<file path="config.mk">
export PLATFORM = sky130hd
export DESIGN_NAME = srd_sync_ddc_ctrl
export DESIGN_NICKNAME = d
export VERILOG_FILES = /design/src/logic/srd_pkg.sv /design/src/logic/srd_nco_bank.sv /design/src/logic/srd_sync_ddc_ctrl.sv
export SDC_FILE = /design/constraint.sdc
export NUM_CORES = 1
export LEC_CHECK = 0
export BUFFER_PORTS_ARGS = -buffer_cell sky130_fd_sc_hd__buf_2
export CORE_MARGIN = 2
export CORE_UTILIZATION = 28
export CTS_CLUSTER_SIZE = 28
export DETAILED_ROUTE_END_ITERATION = 7
export SLEW_MARGIN = 20
export SYNTH_ARGS = -nofsm -noshare
export SYNTH_HDL_FRONTEND = slang
export SYNTH_HIERARCHICAL = 1
export SYNTH_SLANG_ARGS = --single-unit
export TNS_END_PERCENT = 50
</file>
<file path="constraint.sdc">
create_clock -name clk -period 5.8 [get_ports clk]
set_input_delay 0.29 -clock clk [delete_from_list [all_inputs] [get_ports clk]]
set_output_delay 0.29 -clock clk [all_outputs]
set_load 0.01 [all_outputs]
</file>
<file path="src/logic/srd_pkg.sv">
// Shared constants and types for the sync-pulse and down-converter control.
// Assumes a single device clock at the rate given by CLK_PERIOD_NS.
package srd_pkg;

  // Device clock period in nanoseconds (10 MHz).
  localparam int CLK_PERIOD_NS = 100;
  // Delay-locked loop settling time in nanoseconds (40 us).
  localparam int DLL_TIME_NS = 40000;
  // Least settling time rounds up to whole cycles.
  localparam int DLL_CYCLES = (DLL_TIME_NS + CLK_PERIOD_NS - 1) / CLK_PERIOD_NS;
  localparam int DLL_CNT_W = $clog2(DLL_CYCLES + 1);

  // Sync assertion counter: saturates at this value.
  localparam logic [1:0] SYNC_COUNT_SAT = 2'h3;
  // Assertions already seen before the one that first resets NCO and LMFC.
  localparam logic [1:0] SYNC_IGNORED = 2'h2;
  localparam logic [1:0] SYNC_COUNT_RST = 2'h0;

  // Numerically controlled oscillator width and count.
  localparam int NCO_W = 16;
  localparam int NCO_NUM = 3;

  // Frames per multiframe multipliers in bypass layouts.
  localparam logic [15:0] BYP_WIDE_MULT = 16'h0014;
  localparam logic [15:0] BYP_NARROW_MULT = 16'h0004;

  // Filter refill depth, in decimated output samples, after a band switch.
  localparam logic [7:0] FLUSH_SAMPLES = 8'h40;
  // Interleave correction granularity in device clocks.
  localparam int INTERLEAVE_DIV = 64;

  // Down-converter configuration.
  typedef enum logic [1:0] {
    SRD_MODE_BYPASS,
    SRD_MODE_SINGLE,
    SRD_MODE_DUAL,
    SRD_MODE_WIDE
  } srd_mode_t;

  // Decimation ratio codes.
  typedef enum logic [3:0] {
    SRD_DEC_4, SRD_DEC_6, SRD_DEC_8, SRD_DEC_9, SRD_DEC_10, SRD_DEC_12,
    SRD_DEC_16, SRD_DEC_18, SRD_DEC_20, SRD_DEC_24, SRD_DEC_32
  } srd_dec_t;

  // Ratio for a decimation code; an illegal code falls back to four.
  function automatic logic [5:0] srd_dec_ratio(input logic [3:0] code);
    case (code)
      SRD_DEC_4: srd_dec_ratio = 6'h04;
      SRD_DEC_6: srd_dec_ratio = 6'h06;
      SRD_DEC_8: srd_dec_ratio = 6'h08;
      SRD_DEC_9: srd_dec_ratio = 6'h09;
      SRD_DEC_10: srd_dec_ratio = 6'h0a;
      SRD_DEC_12: srd_dec_ratio = 6'h0c;
      SRD_DEC_16: srd_dec_ratio = 6'h10;
      SRD_DEC_18: srd_dec_ratio = 6'h12;
      SRD_DEC_20: srd_dec_ratio = 6'h14;
      SRD_DEC_24: srd_dec_ratio = 6'h18;
      SRD_DEC_32: srd_dec_ratio = 6'h20;
      default: srd_dec_ratio = 6'h04;
    endcase
  endfunction

  // Active serial lanes per channel for a decimation ratio.
  function automatic logic [2:0] srd_lanes(input logic [5:0] ratio);
    if (ratio <= 6'h06) begin
      srd_lanes = 3'h4;
    end else if (ratio <= 6'h0c) begin
      srd_lanes = 3'h2;
    end else begin
      srd_lanes = 3'h1;
    end
  endfunction

endpackage

</file>
<file path="src/logic/srd_nco_bank.sv">
// Bank of free-running phase accumulators for the down-converter mixers.
// Assumes the frequency words are steady in the device clock domain.
`timescale 1ns/1ps

module srd_nco_bank #(
  parameter int NUM = srd_pkg::NCO_NUM,
  parameter int W = srd_pkg::NCO_W
) (
  input wire logic clk,
  input wire logic arst_n,
  input wire logic phase_reset,
  input wire logic [W-1:0] fcw0,
  input wire logic [W-1:0] fcw1,
  input wire logic [W-1:0] fcw2,
  input wire logic [1:0] sel,
  output logic [W-1:0] phase
);
  import srd_pkg::*;

  logic [W-1:0] acc_q [NUM];
  logic [W-1:0] fcw [NUM];

  assign fcw[0] = fcw0;
  assign fcw[1] = fcw1;
  assign fcw[2] = fcw2;

  // Every accumulator runs all the time so a switch back keeps phase.
  always_ff @(posedge clk or negedge arst_n) begin
    if (!arst_n) begin
      for (int i = 0; i < NUM; i++) begin
        acc_q[i] <= '0;
      end
    end else begin
      for (int i = 0; i < NUM; i++) begin
        acc_q[i] <= phase_reset ? '0 : acc_q[i] + fcw[i];
      end
    end
  end

  // Registered mixer phase of the chosen accumulator.
  always_ff @(posedge clk or negedge arst_n) begin
    if (!arst_n) begin
      phase <= '0;
    end else begin
      phase <= acc_q[(sel >= 2'(NUM)) ? 2'(NUM - 1) : sel];
    end
  end

endmodule // srd_nco_bank

</file>
<file path="src/logic/srd_sync_ddc_ctrl.sv">
// Sync-pulse handling and down-converter mode control for one channel.
// Assumes all configuration inputs come from registers on clk; the sync
// pin and the oscillator select pins are asynchronous.
//
// Overview of operation
// - With divider mask set, sync pulses never reset the clock divider.
// - NCO phase and LMFC reset from the third assertion; first two ignored.
// - With oscillator mask set, sync no longer reaches NCO or LMFC.
// - LMFC period is 20K, 4K or D*S*K device clocks by mode.
// - Converter supports receiver single/dual band and wideband observation.
// - Two chains per channel, each with filter and 16-bit oscillator mixer.
// - Outside bypass, exactly one of single, dual or wideband configuration is active.
// - Optional real output at twice complex rate, mixed by fOUT/4.
// - Receiver mode chains share one decimation setting.
// - Decimation setting sets lane rate and number of active lanes.
// - Wideband chain switches among three oscillators by pins or command.
// - Oscillators run continuously; output invalid until filters refill.
// - Sync buffer power-down blocks the sync input.
// - Assertion is pin rising edge or software bit 0-to-1 change.
// - Every unmasked assertion resets the input clock divider.
`timescale 1ns/1ps

module srd_sync_ddc_ctrl (
  input wire logic clk,
  input wire logic arst_n,
  input wire logic sysref_pin,
  input wire logic software_sync_assert,
  input wire logic sysref_buffer_powerdown,
  input wire logic divider_sync_mask,
  input wire logic oscillator_frame_sync_mask,
  input wire srd_pkg::srd_mode_t mode,
  input wire logic [3:0] dec_code,
  input wire logic bypass_narrow,
  input wire logic [4:0] frames_per_multiframe,
  input wire logic [1:0] samples_per_frame,
  input wire logic real_out_en,
  input wire logic [15:0] fcw_a,
  input wire logic [15:0] fcw_b,
  input wire logic [15:0] fcw_w0,
  input wire logic [15:0] fcw_w1,
  input wire logic [15:0] fcw_w2,
  input wire logic osc_sel_from_pins,
  input wire logic [1:0] osc_sel_cmd,
  input wire logic [1:0] osc_sel_pins,
  output logic divider_reset,
  output logic nco_phase_reset,
  output logic lmfc_reset,
  output logic [1:0] sync_count,
  output logic dll_settled,
  output logic chain_a_en,
  output logic chain_b_en,
  output logic wide_en,
  output logic [5:0] dec_ratio,
  output logic [2:0] lane_count,
  output logic [8:0] lane_rate_div,
  output logic [15:0] lmfc_period,
  output logic lmfc_edge,
  output logic sample_strobe,
  output logic [1:0] real_mix_quadrant,
  output logic [1:0] active_osc,
  output logic data_valid,
  output logic [15:0] phase_a,
  output logic [15:0] phase_b,
  output logic [15:0] phase_w
);
  import srd_pkg::*;

  ////////////////////////////////////////////////////////////////////////////
  // Sync input capture.

  logic pin_s1_q, pin_s2_q, pin_last_q, sw_last_q;
  logic [1:0] gp_s1_q, gp_s2_q;
  logic sync_evt;

  // Two-stage synchronisers for the asynchronous pins.
  always_ff @(posedge clk or negedge arst_n) begin
    if (!arst_n) begin
      pin_s1_q <= 1'b0;
      pin_s2_q <= 1'b0;
      gp_s1_q <= 2'h0;
      gp_s2_q <= 2'h0;
    end else begin
      pin_s1_q <= sysref_pin;
      pin_s2_q <= pin_s1_q;
      gp_s1_q <= osc_sel_pins;
      gp_s2_q <= gp_s1_q;
    end
  end

  // Edge history for the pin and the software bit.
  always_ff @(posedge clk or negedge arst_n) begin
    if (!arst_n) begin
      pin_last_q <= 1'b0;
      sw_last_q <= 1'b0;
    end else begin
      pin_last_q <= pin_s2_q;
      sw_last_q <= software_sync_assert;
    end
  end

  // A buffer held powered down never yields a pin edge.
  assign sync_evt = (pin_s2_q & ~pin_last_q & ~sysref_buffer_powerdown) |
                    (software_sync_assert & ~sw_last_q);

  ////////////////////////////////////////////////////////////////////////////
  // Assertion counting and reset fan-out.

  logic [1:0] count_q;
  logic div_rst_q, nco_rst_q, lmfc_rst_q;

  // Saturating so later assertions keep acting like the third.
  always_ff @(posedge clk or negedge arst_n) begin
    if (!arst_n) begin
      count_q <= SYNC_COUNT_RST;
    end else if (sync_evt && count_q != SYNC_COUNT_SAT) begin
      count_q <= count_q + 2'h1;
    end
  end

  // One-cycle reset pulses, registered to keep them glitch free.
  always_ff @(posedge clk or negedge arst_n) begin
    if (!arst_n) begin
      div_rst_q <= 1'b0;
      nco_rst_q <= 1'b0;
      lmfc_rst_q <= 1'b0;
    end else begin
      div_rst_q <= sync_evt & ~divider_sync_mask;
      nco_rst_q <= sync_evt & (count_q >= SYNC_IGNORED) &
                   ~oscillator_frame_sync_mask;
      lmfc_rst_q <= sync_evt & (count_q >= SYNC_IGNORED) &
                    ~oscillator_frame_sync_mask;
    end
  end

  assign divider_reset = div_rst_q;
  assign nco_phase_reset = nco_rst_q;
  assign lmfc_reset = lmfc_rst_q;
  assign sync_count = count_q;

  ////////////////////////////////////////////////////////////////////////////
  // Settling timer: tells software when the second pulse may be sent.

  logic [DLL_CNT_W-1:0] dll_cnt_q;

  // Starts at the first assertion; software may use it to pace pulses.
  always_ff @(posedge clk or negedge arst_n) begin
    if (!arst_n) begin
      dll_cnt_q <= '0;
    end else if (sync_evt && count_q == SYNC_COUNT_RST) begin
      dll_cnt_q <= DLL_CNT_W'(DLL_CYCLES);
    end else if (dll_cnt_q != '0) begin
      dll_cnt_q <= dll_cnt_q - 1'b1;
    end
  end

  assign dll_settled = (count_q != SYNC_COUNT_RST) && (dll_cnt_q == '0);

  ////////////////////////////////////////////////////////////////////////////
  // Configuration decode.

  logic [15:0] lmfc_period_d;
  logic [5:0] ratio;

  assign ratio = srd_dec_ratio(dec_code);

  // Exactly one configuration at a time; bypass enables none.
  always_ff @(posedge clk or negedge arst_n) begin
    if (!arst_n) begin
      chain_a_en <= 1'b0;
      chain_b_en <= 1'b0;
      wide_en <= 1'b0;
      dec_ratio <= 6'h04;
      lane_count <= 3'h4;
      lane_rate_div <= 9'h010;
    end else begin
      chain_a_en <= (mode == SRD_MODE_SINGLE) || (mode == SRD_MODE_DUAL);
      chain_b_en <= (mode == SRD_MODE_DUAL);
      wide_en <= (mode == SRD_MODE_WIDE);
      dec_ratio <= ratio;
      lane_count <= srd_lanes(ratio);
      lane_rate_div <= 9'(ratio * srd_lanes(ratio));
    end
  end

  // Multiframe length in device clocks by layout and decimation.
  always_comb begin
    if (mode == SRD_MODE_BYPASS) begin
      lmfc_period_d = 16'((bypass_narrow ? BYP_NARROW_MULT : BYP_WIDE_MULT) *
                          16'(frames_per_multiframe));
    end else begin
      lmfc_period_d = 16'(ratio * 16'(samples_per_frame) *
                          16'(frames_per_multiframe));
    end
  end

  ////////////////////////////////////////////////////////////////////////////
  // Local multiframe counter.

  logic [15:0] lmfc_cnt_q;

  // Realigned by the sync-driven reset so every multiframe edge lines up.
  always_ff @(posedge clk or negedge arst_n) begin
    if (!arst_n) begin
      lmfc_cnt_q <= '0;
      lmfc_period <= '0;
      lmfc_edge <= 1'b0;
    end else begin
      lmfc_period <= lmfc_period_d;
      lmfc_edge <= lmfc_rst_q || (lmfc_cnt_q == 16'h0000);
      if (lmfc_rst_q || lmfc_cnt_q + 16'h0001 >= lmfc_period_d) begin
        lmfc_cnt_q <= '0;
      end else begin
        lmfc_cnt_q <= lmfc_cnt_q + 16'h0001;
      end
    end
  end

  ////////////////////////////////////////////////////////////////////////////
  // Clock divider: output sample strobes, reset by the sync pulse.

  logic [5:0] div_q;
  logic [5:0] half;
  logic [1:0] quad_q;
  logic strobe_d;

  assign half = ratio >> 1;
  // Real output gives a second sample mid-way; odd ratios round down.
  assign strobe_d = (div_q == 6'h00) ||
                    (real_out_en && div_q == half);

  always_ff @(posedge clk or negedge arst_n) begin
    if (!arst_n) begin
      div_q <= '0;
      sample_strobe <= 1'b0;
    end else begin
      sample_strobe <= strobe_d;
      if (div_rst_q || div_q + 6'h01 >= ratio) begin
        div_q <= '0;
      end else begin
        div_q <= div_q + 6'h01;
      end
    end
  end

  // Quarter-rate mixing steps once per real sample.
  always_ff @(posedge clk or negedge arst_n) begin
    if (!arst_n) begin
      quad_q <= '0;
    end else if (!real_out_en || div_rst_q) begin
      quad_q <= '0;
    end else if (strobe_d) begin
      quad_q <= quad_q + 2'h1;
    end
  end

  assign real_mix_quadrant = quad_q;

  ////////////////////////////////////////////////////////////////////////////
  // Oscillator selection and refill tracking.

  logic [1:0] sel_q;
  logic [1:0] sel_d;
  logic [7:0] flush_q;

  assign sel_d = osc_sel_from_pins ? gp_s2_q : osc_sel_cmd;

  // Data are invalid until the filters have seen a full depth of new band.
  always_ff @(posedge clk or negedge arst_n) begin
    if (!arst_n) begin
      sel_q <= '0;
      flush_q <= FLUSH_SAMPLES;
    end else begin
      sel_q <= sel_d;
      if (wide_en && sel_d != sel_q) begin
        flush_q <= FLUSH_SAMPLES;
      end else if (flush_q != 8'h00 && strobe_d) begin
        flush_q <= flush_q - 8'h01;
      end
    end
  end

  assign active_osc = sel_q;
  assign data_valid = (flush_q == 8'h00) &&
                      (chain_a_en || wide_en || mode == SRD_MODE_BYPASS);

  ////////////////////////////////////////////////////////////////////////////
  // Oscillators: two receiver chains and the three-way wideband chain.

  srd_nco_bank #(.NUM(NCO_NUM), .W(NCO_W)) u_wide (
    .clk(clk),
    .arst_n(arst_n),
    .phase_reset(nco_rst_q),
    .fcw0(fcw_w0),
    .fcw1(fcw_w1),
    .fcw2(fcw_w2),
    .sel(sel_q),
    .phase(phase_w)
  );

  srd_nco_bank #(.NUM(NCO_NUM), .W(NCO_W)) u_rx (
    .clk(clk),
    .arst_n(arst_n),
    .phase_reset(nco_rst_q),
    .fcw0(fcw_a),
    .fcw1(fcw_b),
    .fcw2(16'h0000),
    .sel(2'h0),
    .phase(phase_a)
  );

  srd_nco_bank #(.NUM(NCO_NUM), .W(NCO_W)) u_rx_b (
    .clk(clk),
    .arst_n(arst_n),
    .phase_reset(nco_rst_q),
    .fcw0(fcw_b),
    .fcw1(fcw_a),
    .fcw2(16'h0000),
    .sel(2'h0),
    .phase(phase_b)
  );

endmodule // srd_sync_ddc_ctrl

</file>
# == After elaboration in Yosys (flattened, before gate mapping) ==
# Memory sizes are Yosys's and may differ from the RTL's.
# Index checks and enable logic that the tools add are counted.
# totals
output_inout_bits,98
ramBits,0
elab_cells,124
romBits,96
latch_bits,0
inputBits,107
register_bits,222
n_memories,1
# memory_table
memory,depth,word_bits,rd,rd_clocked_by_memory_dff,wr,line_no,text
(name not given),16,6,1,0,0,srd_pkg.sv:48,case (code)
# classes
n_mul,4
n_shift,0
n_reduce_logical,28
add_sub_neg,11
n_eq_ne,6
bitwise_logic,13
order_cmp,7
muxes,22
div,0
# op_table
cell,n
16-bit 2-to-1 mux,8
16-bit adder,5
16-bit binary-select mux with 2-bit select,1
9-bit 2-to-1 mux,2
16-bit by 1-bit adder with 16-bit output (second input constant),1
16-bit >= comparator,1
16-bit logical NOT,1
8-bit 2-to-1 mux,2
8-bit by 5-bit multiplier with 13-bit output,1
13-bit 2-to-1 mux,1
5-bit by 5-bit multiplier with 10-bit output,1
2-bit 2-to-1 mux,5
9-bit logical NOT,1
6-bit by 3-bit multiplier with 9-bit output,1
9-bit nonzero test,1
9-bit by 1-bit subtractor with 9-bit output (second input constant),1
8-bit logical NOT,1
1-bit logical OR,8
6-bit by 2-bit multiplier with 8-bit output,1
2-bit nonzero test,4
8-bit nonzero test,1
8-bit by 1-bit subtractor with 8-bit output (second input constant),1
1-bit logical AND,7
6-bit by 1-bit adder with 6-bit output (second input constant),1
other kinds (21),34

# == Logic depth before layout (Yosys ltp) ==
# An unclocked memory read counts as a cell.
# logic_depth
ltp_word,7
depth_mapped,32
mapped_depth_nobuf,31

# == By module ==
# Netlist, hierarchy kept.
# by_module_without_submodules
module,instances,area_each_um2,cells_each,seq_area_each_um2
srd_nco_bank at u_rx_b ...,2,4191.5,433,1601.5
srd_sync_ddc_ctrl,1,6596.3,684,2282.2
srd_nco_bank at u_rx,1,4304.1,447,1601.5

# == Worst setup path after synthesis ==
# No wires, ideal clock.
# synth_path
kind,input port to flip-flop
startpoint,input port dec_code[3]
endpoint,register lmfc_cnt_q[10]
path_stages,32
path_buffers,3
arrival_ns,6.323
required_time_ns,5.727
setup_ns,0.073
setup_slack_ns,-0.596
path_cell_list,buf_2 inv_1 and3_1 clkbuf_1 and2_1 ha_1 inv_1 fa_1 inv_1 a21oi_1 o21bai_1 xor2_1 and2_1 fa_1 fa_1 inv_1 fa_1 inv_1 ha_1 nor2_1 nor2_1 and3_1 a311oi_1 mux2i_1 ha_1 nand4_1 nor2_1 nor3_1 nand4_1 a211o_1 buf_2 nor2b_1
# synth_via
elab_chain_cells,7
# synth_rtl
element,line_no,text
"start, declared",srd_sync_ddc_ctrl.sv:32,"input wire logic [3:0] dec_code,"
memory read 16 x 6 bit,--,
named net ratio[0],srd_sync_ddc_ctrl.sv:162,logic [5:0] ratio;
6-bit by 2-bit multiplier with 8-bit output,srd_sync_ddc_ctrl.sv:191,lmfc_period_d = 16'(ratio * 16'(samples_per_frame) *
8-bit by 5-bit multiplier with 13-bit output,srd_sync_ddc_ctrl.sv:191,
13-bit 2-to-1 mux,srd_sync_ddc_ctrl.sv:187,if (mode == SRD_MODE_BYPASS) begin
16-bit >= comparator,srd_sync_ddc_ctrl.sv:210,if (lmfc_rst_q || lmfc_cnt_q + 16'h0001 >= lmfc_period_d) begin
1-bit logical OR,srd_sync_ddc_ctrl.sv:210,
16-bit 2-to-1 mux,srd_sync_ddc_ctrl.sv:210,
"end signal, assigned",srd_sync_ddc_ctrl.sv:213,lmfc_cnt_q <= lmfc_cnt_q + 16'h0001;
"end, declared",srd_sync_ddc_ctrl.sv:199,logic [15:0] lmfc_cnt_q;
# The timed path passes the listed nets, and every way through them passes these cells.
# A chain may end at the register's enable or synchronous reset.

# == Worst setup path after layout ==
# layout_path
startpoint,input port dec_code[0]
endpoint,register lmfc_cnt_q[7]
# The elaborated chain is that of the path after synthesis.

==> impl_metrics.ini <==
[layout]
area_growth_pct = 21.5
final_common_cell = dfrtp_1
drive_gt1_share_pct = 18.9
final_cell_mix = dfrtp_1 (278), ha_1 (208), buf_2 (197)
multi_input_area_um2 = 11900
register_area_um2 = 7090
fill_cells = 7025
final_nets = 2672

[routing]
routedWlPerCell_um = 15.3
drc = 0
drt-pass1-iter-count = 5
vias = 15100
drtAntennaViolNets = 0
drt_iter0_drc = 697
viasPerCell = 4.67
drt_wl_total_um = 49500

[clocking]
cts_buffer_depth = 3
htreeDepth = 2
cts.sinks = 283
cts_root_buffer = clkbuf_16
path_clk_slew_ps = 60
cts_buffers = 37
cts_tree = built
clk-insertion-delay-late_ps = 540

[yosys]
synth_edf_count = 0
synth_top_area_share_pct = 36.2
syn_avg_cell_area_um2 = 9.66
synth_cell_types = 90
synthesis.area_um2 = 19300
yosysSeqAreaShare_pct = 36.8
ys.flop_type = dfrtp_1
ys_ff_latch = 283
synth_area_leaders = dfrtp_1 (36%), ha_1 (14%), nor2_1 (3.6%)
async_reset_ff_share_pct = 100
synth_warnings = 6
yosys.area.top_type = dfrtp_1
syn_inst = 1997

[setup_path]
slowest_delay_ps = 560
critPathMaxFanout = 7
cp-start-kind = primary input
required_ps = 6260
timing.rr.start = lmfc_cnt_q[0]
path_buf_inv = 4
crit_family = adder cells
critical_path_class = primary input to flip-flop
crit_slowest_cell = fa_1
worstPathArrival_ps = 6240
cp_common_cell = fa_1
crit_path_end_kind = flip-flop
worstSetupStartpoint = dec_code[0]

[worst_hold_path]
hold_class = primary input to flip-flop
hold_start = real_out_en

[floorplan]
core_area_um2 = 68300
io_pins = 205
die-area_um2 = 71000
die_y_um = 266
dieWidth_um = 266
start_util_pct = 28.2
row_count = 96

[sta]
period_needed_ps = 5780
fin_crit_sh_pct = 99.7
timing.slew.headroom_pct = 28.5
skew_ps = 14.1
fmax_mhz = 173
worst_slack_ps = 18.4
hold_viol = 0
grt_setup_unrepaired = true
worstMarginPinSlew_ps = 1070
hold_ws_ps = 49.3
drv_slew = 0
final-setup-viol-count = 0

[global_route]
grt-ovfl-total = 0
grt_pass1_wl_um = 78400
grt_max_degree = 128
track_usage_pct = 13.8
grt_pass1_vias = 14900
grt_antenna_before_repair = 15

[power]
p_leak_nw = 11.3
p_per_area_nw_per_um2 = 461
ir_drop_uv = 276

[placement]
place_hpwl_um = 37200
gp_congestion = 0.851
post-place-ws_ps = -658
io_buffers = 201

[status]
status = completed

[flow_run]
cap_violations = 0
layer usage:
| layer | GRT usage [%] | part of all wire [%] | vias to the layer above |
|---|---|---|---|
| met4 | 3.23 | 1.9 | 18 |
| met3 | 3.17 | 5.4 | 74 |
| met2 | 23.5 | 47 | 272 |
| met1 | 17.6 | 45 | 7141 |
| met5 | 0 | 0.20 | - |
| li1 | - | - | 7605 |
cell usage after synthesis (7+ instances only):
cell type and count:
dfrtp_1 279, fa_1 33, a21o_1 50, ha_1 215, mux2_2 15, and2_1 34, buf_1 7, o21bai_1 16
nor2_1 183, o21ai_0 122, mux2i_1 59, nand3_1 27, xor2_1 67, nand2_1 151, nand2b_1 23, o211ai_1 14
inv_1 129, a21boi_1 8, a31oi_1 21, or3_1 11, nor3_1 23, nor4_1 10, and3_1 14, nor2b_1 73
a21oi_1 115, clkbuf_1 29, o21a_1 11, nand4_1 17, a211oi_1 12, xnor2_1 77
final timing paths:
path                                   endpoint  cells past startpoint  slack (ps)
max                               lmfc_cnt_q[7]                     28          20
min                        real_mix_quadrant[1]                      3          50
max reg2reg                       lmfc_cnt_q[7]                     11        2720
min reg2reg                          gp_s2_q[1]                      0         350
max in group asynchronous       u_rx_b/phase[4]                      3        4060
min in group asynchronous            flush_q[5]                      2         380
registers in the layout, summed over array words and instances (netlist names), 2 cells and up:
name	count
u_rx/acc_q	48
u_rx_b/acc_q	48
u_wide/acc_q	48
lmfc_cnt_q	16
u_rx/phase	16
u_rx_b/phase	16
u_wide/phase	16
lmfc_period	13
dll_cnt_q	9
lane_rate_div	9
flush_q	8
dec_ratio	6
div_q	6
lane_count	3
active_osc	2
gp_s1_q	2
gp_s2_q	2
real_mix_quadrant	2
sync_count	2
per-stage QoR:
step                      setup TNS [ps]  instances  power, mW  utilization (%)  area [µm²]
after floorplan                    -1240       2052       7.21                -       19600
after global placement             -6890       3144       8.46             32.1       21900
after detailed placement           -8400       3144       8.52             32.1       21900
after CTS                              0       3221       10.8             34.0       23200
after global routing               -2790       3231       11.8             34.3       23400
final                                  0       3233       10.8             34.3       23400
worst register-to-register path, stage by stage (launching register included):
cell	delay, ps
dfrtp_1	420
ha_1	230
nand4_1	170
nor4_1	560
xnor2_1	250
ha_1	310
nand4_1	110
nor2_1	60
nor3_1	190
nand4_1	180
a211o_4	410
nor2b_1	120
logic make-up (layout without fill, tap and decap cells):
logic type / after synthesis / count (layout) / share of synthesized area, %
buffers and inverters: 182 / 473 / 3.85
other: 2 / 64 / 0.0389
AOI/OAI and AO/OA: 456 / 457 / 15.9
DFF: 283 / 283 / 36.8
adders and majority gates: 248 / 248 / 17.4
muxes: 77 / 77 / 4.11
xor gates and xnor gates: 144 / 144 / 6.54
and+or+nand+nor: 605 / 605 / 15.4
cell type report:
| cell class | count | share of cell area (%) |
|---|---|---|
| multi-input combinational | 1588 | 50.8 |
| clock inverter | 18 | 0.705 |
| inverter | 130 | 2.11 |
| clock buffer | 48 | 4.30 |
| sequential | 283 | 30.3 |
| timing repair buffer | 277 | 7.05 |
| tap | 882 | 4.71 |
| antenna | 7 | 0.0747 |
power breakdown:
part / switching (mW) / internal [mW]
registers: 0.447 / 2.75
logic: 3.00 / 2.39
clock network: 0.905 / 1.32
what timing repair did:
action | 4_1_cts | 5_1_grt
endpoints found under the setup margin | 13 | 13
endpoints found under the hold margin | 100 | 0
gates resized for setup | 4 | 42
buffers inserted | 0 | 5
cloned | 0 | 1
hold buffers | 11 | 0
pin swaps | 0 | 28
Note: power is estimated with default switching activity, not from simulation.
